===== src/rtl/pm_chan_map.svh =====
// register offsets, field positions, reset values and timing counts of the power-management mailbox channel
`ifndef PM_CHAN_MAP_SVH
`define PM_CHAN_MAP_SVH
// ****************
// register offsets
// ****************
`define OFS_STATUS    8'h00
`define OFS_DOUT      8'h04
`define OFS_DOUT_SCI  8'h08
`define OFS_DOUT_SMI  8'h0C
`define OFS_DIN       8'h10
`define OFS_DIN_SCI   8'h14
`define OFS_CTL       8'h18
`define OFS_INT_CTL   8'h1C
`define OFS_INT_EN    8'h20
`define OFS_IRQ_CTL   8'h24
`define OFS_HOST_CTL  8'h28
// ****************
// field positions
// ****************
`define ST_OBF        0
`define ST_IBF        1
`define ST_F0         2
`define ST_A2         3
`define CTL_EME       0
`define CTL_IBFIE     1
`define CTL_OBEIE     2
`define CTL_SCI_PULSE_LENGTH_LO   4
`define IC_SMI_PULSE_LENGTH_LO    0
`define IC_FW_SMI_LEVEL_BIT       4
`define IC_FW_SCI_LEVEL_BIT       5
`define IC_SCI_INPUT_SOFT_SET      6
`define IE_IRQ_ROUTE_ENABLE       0
`define IE_SMI_ROUTE_ENABLE       1
`define IE_SCI_ROUTE_ENABLE       2
`define IE_HW_SMI_ENABLE      3
`define IE_HW_SCI_ENABLE      4
`define IRQ_FW        0
`define IRQ_NPOL      1
`define IRQ_MODE_LO   2
`define IRQ_RDBK      5
`define HC_HIE        0
`define HC_IN_FULL_CORE_INT_ENABLE     1
`define HC_OBECIE     2
`define RESET_BYTE    8'h00
// ****************
// timing
// ****************
`define CLK_PERIOD_NS 10
`define PULSE_UNIT_NS 10
`define PULSE_UNIT_CYC ((`PULSE_UNIT_NS + `CLK_PERIOD_NS - 1) / `CLK_PERIOD_NS)
`endif


===== src/rtl/pm_chan_pkg.sv =====
// types of the power-management mailbox channel
package pm_chan_pkg;
  typedef struct packed {
    logic       wr;
    logic       rd;
    logic       is_cmd;
    logic [7:0] wdata;
  } host_req_t;
  typedef enum logic [1:0] {BUS_IDLE, BUS_WRESP, BUS_RRESP} bus_state_t;
endpackage : pm_chan_pkg


===== src/rtl/pulse_gen.sv =====
// one-shot active-high pulse of programmable width
`timescale 1ns/10ps
module pulse_gen
  import pm_chan_pkg::*;
(
  input  wire logic       aclk,
  input  wire logic       aresetn,
  input  wire logic       trig,
  input  wire logic [2:0] len,
  output logic            pulse
);
  logic [2:0] cnt;
  // width is len units, at least one
  always_ff @(posedge aclk) begin
    if (!aresetn) begin
      cnt   <= 3'h0;
      pulse <= 1'b0;
    end else if (trig) begin
      cnt   <= (len == 3'h0) ? 3'h0 : 3'(len - 3'h1);
      pulse <= 1'b1;
    end else if (cnt != 3'h0) begin
      cnt <= 3'(cnt - 3'h1);
    end else begin
      pulse <= 1'b0;
    end
  end
endmodule : pulse_gen


===== src/rtl/irq_gen.sv =====
// host irq line generator: firmware, pulse or level, with polarity
`timescale 1ns/10ps
module irq_gen
  import pm_chan_pkg::*;
(
  input  wire logic       aclk,
  input  wire logic       aresetn,
  input  wire logic       hw_en,
  input  wire logic       fw_bit,
  input  wire logic       npol,
  input  wire logic [2:0] mode,
  input  wire logic       obf_set,
  input  wire logic       obf,
  input  wire logic       gate,
  output logic            line
);
  logic pulse;
  logic raw;
  pulse_gen u_pulse (
    .aclk    (aclk),
    .aresetn (aresetn),
    .trig    (obf_set && gate),
    .len     (mode),
    .pulse   (pulse)
  );
  // pulse rests high and dips low, level follows output-full
  always_comb begin
    if (mode != 3'h0) raw = ~pulse;
    else              raw = obf && gate;
  end
  // firmware bit as written, or hardware scheme then polarity
  always_ff @(posedge aclk) begin
    if (!aresetn) line <= 1'b0;
    else if (!hw_en) line <= fw_bit;
    else line <= raw ^ npol;
  end
endmodule : irq_gen


===== src/rtl/pm_channel_host_irq.sv =====
// power-management mailbox channel with host irq, smi and sci generation
//
// Implementation choices: the AXI4-Lite slave port and the placing of the registers.
`timescale 1ns/10ps
`include "pm_chan_map.svh"
module pm_channel_host_irq
  import pm_chan_pkg::*;
#(
  parameter bit CHANNEL_ONE = 1'b1
) (
  input  wire logic        aclk,
  input  wire logic        aresetn,
  input  wire logic [7:0]  awaddr,
  input  wire logic        awvalid,
  output logic             awready,
  input  wire logic [31:0] wdata,
  input  wire logic [3:0]  wstrb,
  input  wire logic        wvalid,
  output logic             wready,
  output logic [1:0]       bresp,
  output logic             bvalid,
  input  wire logic        bready,
  input  wire logic [7:0]  araddr,
  input  wire logic        arvalid,
  output logic             arready,
  output logic [31:0]      rdata,
  output logic [1:0]       rresp,
  output logic             rvalid,
  input  wire logic        rready,
  input  wire host_req_t   host_req,
  output logic [7:0]       host_rdata,
  output logic [7:0]       host_status,
  output logic             host_irq,
  output logic             channel_smi_signal,
  output logic             channel_sci_signal,
  output logic             sci_event_output,
  output logic             core_in_full_int,
  output logic             core_out_empty_int
);
  // ****************
  // registers
  // ****************
  logic [7:0] input_byte_latch;
  logic [7:0] output_byte_latch;
  logic       obf;
  logic       ibf;
  logic       cmd_addr_indicator;
  logic       flag_f0;
  logic [3:0] gen_flags;
  logic [7:0] channel_control_reg;
  logic [7:0] channel_int_control_reg;
  logic [7:0] channel_int_enable_reg;
  logic [7:0] host_irq_control_reg;
  logic [7:0] host_if_control_reg;
  logic       out_full_smi_pending;
  logic       out_full_sci_pending;
  logic       in_empty_sci_pending;
  logic [7:0] aw_addr;
  logic [31:0] w_data;
  logic       aw_have;
  logic       w_have;
  bus_state_t wstate;
  logic       irq_line;
  logic       smi_pulse;
  logic       sci_pulse;

  // decode of a byte offset against the map
  function automatic logic hit(input logic [7:0] a, input logic [7:0] ofs);
    hit = (a == ofs);
  endfunction : hit

  // ****************
  // write channel
  // ****************
  logic do_wr;
  logic do_rd;
  logic enhanced_mode_enable;
  logic wr_plain;
  logic wr_smi;
  logic wr_sci;
  logic rd_din;
  logic rd_din_sci;
  logic soft_sci;
  logic obf_set;
  logic host_rd;
  logic host_wr;
  logic wr_ok;
  logic rd_ok;
  logic compat;
  logic irq_gate;

  assign do_wr   = aw_have && w_have && (wstate == BUS_IDLE);
  assign do_rd   = arvalid && arready;
  assign wr_ok   = wstrb[0];
  // compatible mode only on channel 1
  assign enhanced_mode_enable = channel_control_reg[`CTL_EME];
  assign compat  = CHANNEL_ONE && !enhanced_mode_enable;
  assign wr_plain = do_wr && wr_ok && hit(aw_addr, `OFS_DOUT);
  assign wr_smi   = do_wr && wr_ok && hit(aw_addr, `OFS_DOUT_SMI);
  assign wr_sci   = do_wr && wr_ok && hit(aw_addr, `OFS_DOUT_SCI);
  assign rd_din     = do_rd && hit(araddr, `OFS_DIN);
  assign rd_din_sci = do_rd && hit(araddr, `OFS_DIN_SCI);
  assign soft_sci = do_wr && wr_ok && hit(aw_addr, `OFS_INT_CTL) && w_data[`IC_SCI_INPUT_SOFT_SET];
  assign obf_set  = wr_plain || wr_smi || wr_sci;
  assign host_rd  = host_req.rd && !host_req.wr;
  assign host_wr  = host_req.wr;
  assign rd_ok    = 1'b1;
  // irq route gate, the irq route enable bit in both compatible and enhanced mode
  assign irq_gate = channel_int_enable_reg[`IE_IRQ_ROUTE_ENABLE];

  // address and data capture, either order
  always_ff @(posedge aclk) begin
    if (!aresetn) begin
      aw_have <= 1'b0;
      w_have  <= 1'b0;
      aw_addr <= 8'h00;
      w_data  <= 32'h0000_0000;
    end else begin
      if (awvalid && awready) begin
        aw_have <= 1'b1;
        aw_addr <= {awaddr[7:2], 2'b00};
      end else if (do_wr) aw_have <= 1'b0;
      if (wvalid && wready) begin
        w_have <= 1'b1;
        w_data <= wdata;
      end else if (do_wr) w_have <= 1'b0;
    end
  end

  // ready and response handshakes
  always_ff @(posedge aclk) begin
    if (!aresetn) begin
      awready <= 1'b0;
      wready  <= 1'b0;
      bvalid  <= 1'b0;
      bresp   <= 2'b00;
      wstate  <= BUS_IDLE;
    end else begin
      awready <= !aw_have && !(awvalid && awready) && (wstate == BUS_IDLE);
      wready  <= !w_have && !(wvalid && wready) && (wstate == BUS_IDLE);
      case (wstate)
        BUS_IDLE: begin
          if (do_wr) begin
            bvalid <= 1'b1;
            bresp  <= (aw_addr > `OFS_HOST_CTL) ? 2'b10 : 2'b00;
            wstate <= BUS_WRESP;
          end
        end
        BUS_WRESP: begin
          if (bready) begin
            bvalid <= 1'b0;
            wstate <= BUS_IDLE;
          end
        end
        default: wstate <= BUS_IDLE;
      endcase
    end
  end

  // ****************
  // read channel
  // ****************
  always_ff @(posedge aclk) begin
    if (!aresetn) begin
      arready <= 1'b0;
      rvalid  <= 1'b0;
      rdata   <= 32'h0000_0000;
      rresp   <= 2'b00;
    end else begin
      arready <= !rvalid && !arready && rd_ok;
      if (do_rd) begin
        rvalid <= 1'b1;
        rresp  <= 2'b00;
        rdata  <= 32'h0000_0000;
        case (araddr[7:2])
          6'(`OFS_STATUS   >> 2): rdata[7:0] <= host_status;
          6'(`OFS_DIN      >> 2): rdata[7:0] <= input_byte_latch;
          6'(`OFS_DIN_SCI  >> 2): rdata[7:0] <= input_byte_latch;
          6'(`OFS_CTL      >> 2): rdata[7:0] <= channel_control_reg;
          6'(`OFS_INT_CTL  >> 2): rdata[7:0] <= channel_int_control_reg;
          6'(`OFS_INT_EN   >> 2): rdata[7:0] <= channel_int_enable_reg;
          6'(`OFS_IRQ_CTL  >> 2): rdata[7:0] <= {host_irq_control_reg[7:6], irq_line,
                                                 host_irq_control_reg[4:0]};
          6'(`OFS_HOST_CTL >> 2): rdata[7:0] <= host_if_control_reg;
          6'(`OFS_DOUT     >> 2),
          6'(`OFS_DOUT_SCI >> 2),
          6'(`OFS_DOUT_SMI >> 2): rdata[7:0] <= 8'h00;
          default: rresp <= 2'b10;
        endcase
      end else if (rvalid && rready) begin
        rvalid <= 1'b0;
      end
    end
  end

  // ****************
  // configuration registers
  // ****************
  always_ff @(posedge aclk) begin
    if (!aresetn) begin
      channel_control_reg     <= `RESET_BYTE;
      channel_int_control_reg <= `RESET_BYTE;
      channel_int_enable_reg  <= `RESET_BYTE;
      host_irq_control_reg    <= `RESET_BYTE;
      host_if_control_reg     <= `RESET_BYTE;
      flag_f0                 <= 1'b0;
      gen_flags               <= 4'h0;
    end else if (do_wr && wr_ok) begin
      if (hit(aw_addr, `OFS_CTL))      channel_control_reg     <= w_data[7:0];
      if (hit(aw_addr, `OFS_INT_CTL))  channel_int_control_reg <= {1'b0, 1'b0, w_data[5:0]};
      if (hit(aw_addr, `OFS_INT_EN))   channel_int_enable_reg  <= w_data[7:0];
      if (hit(aw_addr, `OFS_IRQ_CTL))  host_irq_control_reg    <= {w_data[7:6], 1'b0, w_data[4:0]};
      if (hit(aw_addr, `OFS_HOST_CTL)) host_if_control_reg     <= w_data[7:0];
      if (hit(aw_addr, `OFS_STATUS)) begin
        flag_f0   <= w_data[`ST_F0];
        gen_flags <= w_data[7:4];
      end
    end
  end

  // ****************
  // mailbox latches and flags
  // ****************
  // output latch, output-full; set wins over host read
  always_ff @(posedge aclk) begin
    if (!aresetn) begin
      output_byte_latch <= `RESET_BYTE;
      obf               <= 1'b0;
    end else if (obf_set) begin
      output_byte_latch <= w_data[7:0];
      obf               <= 1'b1;
    end else if (host_rd) begin
      obf <= 1'b0;
    end
  end

  // input latch, input-full, command indicator; host set wins over core read
  always_ff @(posedge aclk) begin
    if (!aresetn) begin
      input_byte_latch   <= `RESET_BYTE;
      ibf                <= 1'b0;
      cmd_addr_indicator <= 1'b0;
    end else if (host_wr) begin
      input_byte_latch   <= host_req.wdata;
      ibf                <= 1'b1;
      cmd_addr_indicator <= host_req.is_cmd;
    end else if (rd_din || rd_din_sci) begin
      ibf <= 1'b0;
    end
  end

  // internal interrupt pending flags
  always_ff @(posedge aclk) begin
    if (!aresetn) begin
      out_full_smi_pending <= 1'b0;
      out_full_sci_pending <= 1'b0;
      in_empty_sci_pending <= 1'b0;
    end else begin
      if (wr_smi) out_full_smi_pending <= 1'b1;
      else if (host_rd) out_full_smi_pending <= 1'b0;
      if (wr_sci) out_full_sci_pending <= 1'b1;
      else if (host_rd) out_full_sci_pending <= 1'b0;
      if (rd_din_sci || soft_sci) in_empty_sci_pending <= 1'b1;
      else if (host_wr) in_empty_sci_pending <= 1'b0;
    end
  end

  // ****************
  // host interrupt generation
  // ****************
  irq_gen u_irq (
    .aclk    (aclk),
    .aresetn (aresetn),
    .hw_en   (host_if_control_reg[`HC_HIE]),
    .fw_bit  (host_irq_control_reg[`IRQ_FW]),
    .npol    (host_irq_control_reg[`IRQ_NPOL]),
    .mode    (host_irq_control_reg[`IRQ_MODE_LO +: 3]),
    .obf_set (obf_set),
    .obf     (obf),
    .gate    (irq_gate),
    .line    (irq_line)
  );

  // smi pulse: smi data write, or any output write in compatible mode
  pulse_gen u_smi (
    .aclk    (aclk),
    .aresetn (aresetn),
    .trig    (wr_smi || (compat && obf_set)),
    .len     (channel_int_control_reg[`IC_SMI_PULSE_LENGTH_LO +: 3]),
    .pulse   (smi_pulse)
  );

  // sci pulse: sci write, sci input read, soft set, or compatible output write
  pulse_gen u_sci (
    .aclk    (aclk),
    .aresetn (aresetn),
    .trig    (wr_sci || rd_din_sci || soft_sci || (compat && obf_set)),
    .len     (channel_control_reg[`CTL_SCI_PULSE_LENGTH_LO +: 3]),
    .pulse   (sci_pulse)
  );

  // smi and sci pins, active low, inactive high when route is off
  always_ff @(posedge aclk) begin
    if (!aresetn) begin
      channel_smi_signal <= 1'b1;
      channel_sci_signal <= 1'b1;
      sci_event_output   <= 1'b0;
    end else begin
      if (!channel_int_enable_reg[`IE_SMI_ROUTE_ENABLE]) channel_smi_signal <= 1'b1;
      else if (channel_int_enable_reg[`IE_HW_SMI_ENABLE]) channel_smi_signal <= ~smi_pulse;
      else channel_smi_signal <= channel_int_control_reg[`IC_FW_SMI_LEVEL_BIT];
      if (!channel_int_enable_reg[`IE_SCI_ROUTE_ENABLE]) channel_sci_signal <= 1'b1;
      else if (channel_int_enable_reg[`IE_HW_SCI_ENABLE]) channel_sci_signal <= ~sci_pulse;
      else channel_sci_signal <= channel_int_control_reg[`IC_FW_SCI_LEVEL_BIT];
      sci_event_output <= channel_int_enable_reg[`IE_SCI_ROUTE_ENABLE] && sci_pulse;
    end
  end

  // ****************
  // host side and core interrupts
  // ****************
  always_ff @(posedge aclk) begin
    if (!aresetn) begin
      host_irq           <= 1'b0;
      host_rdata         <= 8'h00;
      host_status        <= 8'h00;
      core_in_full_int   <= 1'b0;
      core_out_empty_int <= 1'b0;
    end else begin
      host_irq    <= irq_line;
      host_rdata  <= output_byte_latch;
      host_status <= {gen_flags, cmd_addr_indicator, flag_f0, ibf, obf};
      core_in_full_int <= ibf && (compat ? host_if_control_reg[`HC_IN_FULL_CORE_INT_ENABLE]
                                         : channel_control_reg[`CTL_IBFIE]);
      core_out_empty_int <= !obf && (compat ? host_if_control_reg[`HC_OBECIE]
                                            : channel_control_reg[`CTL_OBEIE]);
    end
  end

  // ****************
  // checks
  // ****************
  obf_set_a: assert property (@(posedge aclk) disable iff (!aresetn)
    obf_set |=> obf) else $error("output-full not set by write");
  obf_clr_a: assert property (@(posedge aclk) disable iff (!aresetn)
    host_rd && !obf_set |=> !obf) else $error("output-full not cleared by host read");
  ibf_set_a: assert property (@(posedge aclk) disable iff (!aresetn)
    host_wr |=> ibf && cmd_addr_indicator == $past(host_req.is_cmd)) else $error("input latch");
  ibf_clr_a: assert property (@(posedge aclk) disable iff (!aresetn)
    (rd_din || rd_din_sci) && !host_wr |=> !ibf) else $error("input-full not cleared");
  smi_pend_a: assert property (@(posedge aclk) disable iff (!aresetn)
    out_full_smi_pending |-> obf) else $error("smi pending without output-full");
  sci_pend_a: assert property (@(posedge aclk) disable iff (!aresetn)
    out_full_sci_pending |-> obf) else $error("sci pending without output-full");
  sci_in_a: assert property (@(posedge aclk) disable iff (!aresetn)
    rd_din_sci && !host_wr |=> in_empty_sci_pending) else $error("input sci flag");
  smi_off_a: assert property (@(posedge aclk) disable iff (!aresetn)
    !channel_int_enable_reg[`IE_SMI_ROUTE_ENABLE] |=> channel_smi_signal) else $error("smi not high");
  sci_off_a: assert property (@(posedge aclk) disable iff (!aresetn)
    !channel_int_enable_reg[`IE_SCI_ROUTE_ENABLE] |=> channel_sci_signal) else $error("sci not high");
  core_in_a: assert property (@(posedge aclk) disable iff (!aresetn)
    core_in_full_int |-> $past(ibf)) else $error("core in-full int without input-full");
  cmd_cov_c: cover property (@(posedge aclk) disable iff (!aresetn) host_wr ##[1:20] rd_din_sci);
  out_cov_c: cover property (@(posedge aclk) disable iff (!aresetn) wr_smi ##[1:20] host_rd);
  sci_cov_c: cover property (@(posedge aclk) disable iff (!aresetn) !channel_sci_signal);
endmodule : pm_channel_host_irq


===== config.mk =====
export PLATFORM = sky130hd
export DESIGN_NAME = pm_channel_host_irq
export DESIGN_NICKNAME = d
export VERILOG_FILES = /design/src/rtl/pm_chan_pkg.sv /design/src/rtl/pulse_gen.sv /design/src/rtl/irq_gen.sv /design/src/rtl/pm_channel_host_irq.sv
export VERILOG_INCLUDE_DIRS = /design/src /design/src/rtl
export SDC_FILE = /design/constraint.sdc
export NUM_CORES = 1
export LEC_CHECK = 0
export CAP_MARGIN = 10
export CORE_AREA = 2 2 141 143
export CTS_BUF_LIST = sky130_fd_sc_hd__clkbuf_4
export CTS_CLUSTER_DIAMETER = 60
export DETAILED_ROUTE_END_ITERATION = 12
export DIE_AREA = 0 0 143 145
export DONT_BUFFER_PORTS = 1
export PLACE_DENSITY = 0.5
export SLEW_MARGIN = 5
export SYNTH_ARGS = -nofsm -noshare
export SYNTH_HDL_FRONTEND = slang
export SYNTH_SLANG_ARGS = --single-unit

===== constraint.sdc =====
create_clock -name aclk -period 2.8 [get_ports aclk]
set_clock_uncertainty 0.15 [all_clocks]
set_input_delay 0.14 -clock aclk [delete_from_list [all_inputs] [get_ports aclk]]
set_output_delay 0.14 -clock aclk [all_outputs]
set_load 0.02 [all_outputs]

# Yosys cells after proc, flatten, opt, wreduce, memory -nomap -nowiden
# Cells that the tools add are included.
dict set report totals {
  output_inout_bits 63
  regBits 131
}
dict set report classes {
  n_lt_le_gt_ge 1
  bitwise_logic 4
  mux 39
  n_reduce_logical 74
  n_eq_ne 26
  addsub 6
}
# operator n
set ops {}
lappend ops {{$pmux W8 S7} 1}
lappend ops {{$eq A6 B3 Y1 const B} 6}
lappend ops {{$eq A6 B4 Y1 const B} 6}
lappend ops {{$mux W3} 9}
lappend ops {{$logic_and A1 B1 Y1} 26}
lappend ops {{$eq A6 B2 Y1 const B} 4}
lappend ops {{$mux W1} 23}
lappend ops {{$reduce_and A2 Y1} 10}
lappend ops {{$reduce_bool A2 Y1} 9}
lappend ops {{$sub A3 B1 Y3 const B} 6}
lappend ops {{$eq A8 B5 Y1 const B} 2}
lappend ops {{$eq A6 B1 Y1 const B} 2}
lappend ops {{$reduce_bool A3 Y1} 4}
lappend ops {{$reduce_or A11 Y1} 1}
lappend ops {{$logic_not A1 Y1} 9}
lappend ops {{$logic_not A3 Y1} 3}
lappend ops {{$gt A8 B6 Y1 const B} 1}
lappend ops {{$logic_not A8 Y1} 1}
lappend ops {{$mux W2} 4}
lappend ops {{$logic_or A1 B1 Y1} 7}
lappend ops {{$logic_not A6 Y1} 1}
lappend ops {{$ne A2 B2 Y1 const B} 3}
lappend ops {{$ne A2 B1 Y1 const B} 2}
lappend ops {{$pmux W2 S2} 1}
lappend ops {{other kinds (7)} 9}

# Depth between registers and ports, before layout
dict set report logic_depth {
  ltp_word 9
  ltp_mapped 6
  mapped_depth_nobuf 6
}

# Hierarchy
# From an unflattened synthesis, not the netlist that was laid out.
dict set report unflattened {
  cells_unflattened 621
  hier_area_um2 5650.4
}
# module n_inst cells_each area_each_um2
set by_module_without_submodules {}
lappend by_module_without_submodules {pm_channel_host_irq 1 519 4753.3}
lappend by_module_without_submodules {pulse_gen 3 30 264.0}
lappend by_module_without_submodules {irq_gen 1 12 105.1}

# Least setup slack after synthesis
# No wires, ideal clock.
dict set report synth_path {
  path_type {reg-to-reg}
  startpoint {register bvalid (netlist name)}
  endpoint {register u_sci.cnt[0]}
  period_less_slack_ns 2.178
  arrival_time_ns 1.957
  n_path_buf 1
  path_stages_with_launch 6
  path_slack_ns 0.622
  path_cell_list {dfxtp_1 > nand3b_1 > or4_1 > buf_2 > o221ai_4 > mux2i_1}
}
# item line
set synth_rtl {}
lappend synth_rtl {{end signal: assignment} pulse_gen.sv:19} ;# cnt <= (len == 3'h0) ? 3'h0 : 3'(len - 3'h1);
lappend synth_rtl {{end signal: assignment} pulse_gen.sv:22} ;# cnt <= 3'(cnt - 3'h1);
lappend synth_rtl {{end: declaration} pulse_gen.sv:12} ;# logic [2:0] cnt;

# Worst setup path in the final report
dict set report layout_path {
  startpoint {register w_have}
  endpoint {register u_sci.pulse}
}
dict set report layout_via {
  elab_chain_len 9
  word_cells_on_any_way 16
}
# item line
set layout_lines {}
lappend layout_lines {{start: declaration} pm_channel_host_irq.sv:61} ;# logic w_have;
lappend layout_lines {{start signal: assignment} pm_channel_host_irq.sv:115} ;# w_have <= 1'b0;
lappend layout_lines {{start signal: assignment} pm_channel_host_irq.sv:124} ;# w_have <= 1'b1;
lappend layout_lines {{start signal: assignment} pm_channel_host_irq.sv:126} ;# end else if (do_wr) w_have <= 1'b0;
lappend layout_lines {{$logic_and A1 B1 Y1 (*) (2 in series)} pm_channel_host_irq.sv:92} ;# assign do_wr = aw_have && w_have && (wstate == BUS_IDLE);
lappend layout_lines {{$logic_and A1 B1 Y1 (*)} n/a}
lappend layout_lines {{$logic_and A1 B1 Y1 (on tied branches)} {pm_channel_host_irq.sv:98, pm_channel_host_irq.sv:99}}
lappend layout_lines {{$logic_or A1 B1 Y1 (2 in series)} pm_channel_host_irq.sv:104} ;# assign obf_set = wr_plain || wr_smi || wr_sci;
lappend layout_lines {{$logic_and A1 B1 Y1} pm_channel_host_irq.sv:297} ;# .trig (wr_sci || rd_din_sci || soft_sci || (compat && obf_set)),
lappend layout_lines {{$logic_or A1 B1 Y1 (*)} pm_channel_host_irq.sv:297}
lappend layout_lines {{$ne A2 B1 Y1 (no line) or $mux W1 (tied branches)} n/a}
lappend layout_lines {{end signal: assignment} pulse_gen.sv:17} ;# pulse <= 1'b0;
lappend layout_lines {{end signal: assignment} pulse_gen.sv:20} ;# pulse <= 1'b1;
lappend layout_lines {{end signal: assignment} pulse_gen.sv:24} ;# pulse <= 1'b0;
lappend layout_lines {{end: declaration} pulse_gen.sv:10} ;# output logic pulse
# Mark *: on every way between the ends. The rest lies on a longest branch, timed or not.
# A chain may end at the register's enable or synchronous reset.

==> impl_metrics.tcl <==
set metrics [dict create \
    ant_nets 0 \
    die_x_um 143 \
    synth_cells 619 \
    yosysSeqAreaShare_pct 45.0 \
    end_kind "register" \
    avgViaCountPerCell 4.71 \
    cts_tree "done" \
    synth-main-ff-cell "dfxtp_1" \
    areaGrowthSynthToFinish_pct 21.6 \
    core.rowCount 51 \
    critPathRequiredTime_ns 3.12 \
    netlist.area_leader.share_pct 45.0 \
    rsz0062_at_grt "false" \
    avgSynthCellArea_um2 9.12 \
    routed_wl_mm 15.3 \
    drc_errors 0 \
    maxSlewViolCount 0 \
    status "complete, no violations" \
    grt_pass1_vias 4410 \
    yosysWarnings 0 \
    final_util_pct 35.8 \
    coreArea_um2 19200 \
    cts_buffers 17 \
    grt_max_degree 71 \
    wire_per_inst_um 15.9 \
    crit_fanout 8 \
    nets 770 \
    period_needed_ns 2.66 \
    antenna_found_initial 1 \
    yosys.area.top_type "dfxtp_1" \
    p_int_mw 2.78 \
    syn_area_um2 5650 \
    cts.sinks 127 \
    grt-ovfl-total 0 \
    die_h_um 145 \
    final_layout_size_suffix_gt1_share_pct 7.59 \
    port_buffers 0 \
    final.period_utilization_pct 94.9 \
    power.share.combinational_pct 16.0 \
    via_count 4538 \
    slew_headroom_pct 42.0 \
    hold_class "in2reg" \
    routabilityCongestion 0.811 \
    initial_core_util_pct 29.4 \
    path_class "reg2reg" \
    irDropWorstVdd_uv 355 \
    fmax_mhz 376 \
    finalSetupViolations 0 \
    post_synth_main_area_contributors "dfxtp_1, mux2i_1, nor2_1" \
    drt_iter0_drc 294 \
    synth-async-reset-ratio_pct 0 \
    arrival_ns 2.98 \
    fillers 1956 \
    dp_hpwl_mm 10.1 \
    cts_buffer_depth 2 \
    ys_ff_latch 127 \
    power_density_nw_per_um2 562 \
    htreeDepth 4 \
    synth_cell_types 47 \
    grtUsageTotal_pct 15.0 \
    worstMarginPinSlew_ns 0.863 \
    cts_root_buf "clkbuf_4" \
    fin_tns_setup_ns 0 \
    path_clk_slew_ns 0.10 \
    cap_viol_max_count 0 \
    synth_edf_count 0 \
    switching_share_pct 27.9 \
    whs_ns 0.0159 \
    power_frac_clock_pct 33.0 \
    clkLatencyLatePin_ns 0.54 \
    switchingPower_mw 1.08 \
    start_kind "register" \
    leakagePower_nw 2.65 \
    io_pins 133 \
    dieArea_um2 20700 \
    dr.pass1.iters 5 \
    finalHoldViolations 0 \
    p_seq_share_pct 51.0 \
    grt_pass1_wl_mm 24.0 \
]
## synth_stat cells (8+ instances only)
cell	number
dfxtp_1	127
mux2i_1	73
nor2_1	69
nand2_1	55
a21oi_1	37
clkbuf_1	30
buf_4	26
inv_1	21
and2_1	20
o21ai_0	20
nand3_1	17
nor3_1	15
ha_1	12
nand2b_1	10
a211oi_1	9
nor4b_1	9
a2111oi_0	8
## routing by layer
layer / GRT usage, % / part of all wire (%) / vias up
li1: - / - / 2223
met1: 20.1 / 47 / 2151
met2: 22.8 / 45 / 139
met3: 3.93 / 5.6 / 25
met4: 5.84 / 2.1 / 0
met5: 0 / 0 / -
## final timing paths
kind                         from                   end  slack, ns  cells after the start
max reg2reg                w_have           u_sci.pulse       0.14                      5
min reg2reg  output_byte_latch[7]  output_byte_latch[7]       0.31                      2
max                        w_have           u_sci.pulse       0.14                      5
min                     araddr[7]              rdata[1]       0.02                      3
## per-stage QoR
| step | instances | cell area [µm²] | setup slack [ns] | power, mW |
|---|---|---|---|---|
| after floorplan | 644 | 5740 | 0.622 | 2.45 |
| after CTS | 963 | 6860 | 0.0326 | 3.89 |
| after detailed placement | 857 | 5810 | 0.519 | 2.52 |
| final | 964 | 6870 | 0.142 | 3.86 |
| after global placement | 857 | 5810 | 0.559 | 2.48 |
| after global routing | 964 | 6870 | 0.0602 | 4.06 |
## layout make-up
type	instances	area (µm²)	area share, %
Multi-Input combinational cell	434	2780	40.5
Sequential cell	127	2540	37.0
Timing Repair Buffer	87	868	12.6
Tap cell	265	332	4.83
Clock buffer	19	143	2.08
Clock inverter	10	123	1.79
Inverter	21	78.8	1.15
Antenna cell	1	2.50	0.0364
## timing repair
| action | 4_1_cts | 5_1_grt |
|---|---|---|
| endpoints found under the setup margin | 0 | 4 |
| resized for setup | 0 | 3 |
| endpoints found under the hold margin | 81 | 0 |
| setup buffers | 0 | 0 |
| hold buffers | 77 | 0 |
## layout by cell type (no fill, tap or decap), types with 3 or more instances in the layout
| master | count |
|---|---|
| a21oi_1 | 37 |
| nand4_1 | 3 |
| a2111oi_0 | 8 |
| conb_1 | 26 |
| nor2_1 | 69 |
| nand2_1 | 55 |
| nand3_1 | 17 |
| dlygate4sd3_1 | 76 |
| nor4_1 | 3 |
| or2_2 | 4 |
| buf_4 | 9 |
| nand3b_1 | 6 |
| clkbuf_4 | 19 |
| xnor2_1 | 3 |
| nand2b_1 | 10 |
| clkinv_1 | 4 |
| nor4b_1 | 9 |
| bufinv_16 | 3 |
| nor3_1 | 15 |
| dfxtp_1 | 126 |
| nor4_4 | 3 |
| a211oi_1 | 9 |
| o21ai_0 | 20 |
| inv_1 | 20 |
| ha_1 | 12 |
| and2_1 | 20 |
| mux2i_1 | 73 |
## kinds of logic (layout without fill, tap and decap cells)
family	Yosys count	after routing	share of synthesized area, %
simple gates	231	231	21.3
flops	127	127	45.0
compound gates	86	86	9.46
buf+inv	83	137	7.55
mux	74	74	13.1
fa+ha+maj	14	14	3.01
xor+xnor	3	3	0.465
other cells	1	27	0.0664
## critical path: stages, from the launching register on
cell           delay, ns
dfxtp_1             0.42
nand3b_1            0.41
or4_4               0.66
o221ai_4            0.27
o21a_1              0.16
dlygate4sd3_1       0.53
## power groups by stage
stage                     Combinational [mW]  Sequential, mW  Clock (mW)
after floorplan                        0.472            1.98           0
after global placement                 0.477            2.00           0
after detailed placement               0.508            2.01           0
after CTS                              0.611            1.97        1.31
after global routing                   0.684            1.98        1.40
final                                  0.616            1.97        1.27
No activity file was read; power rests on OpenSTA's default activity.
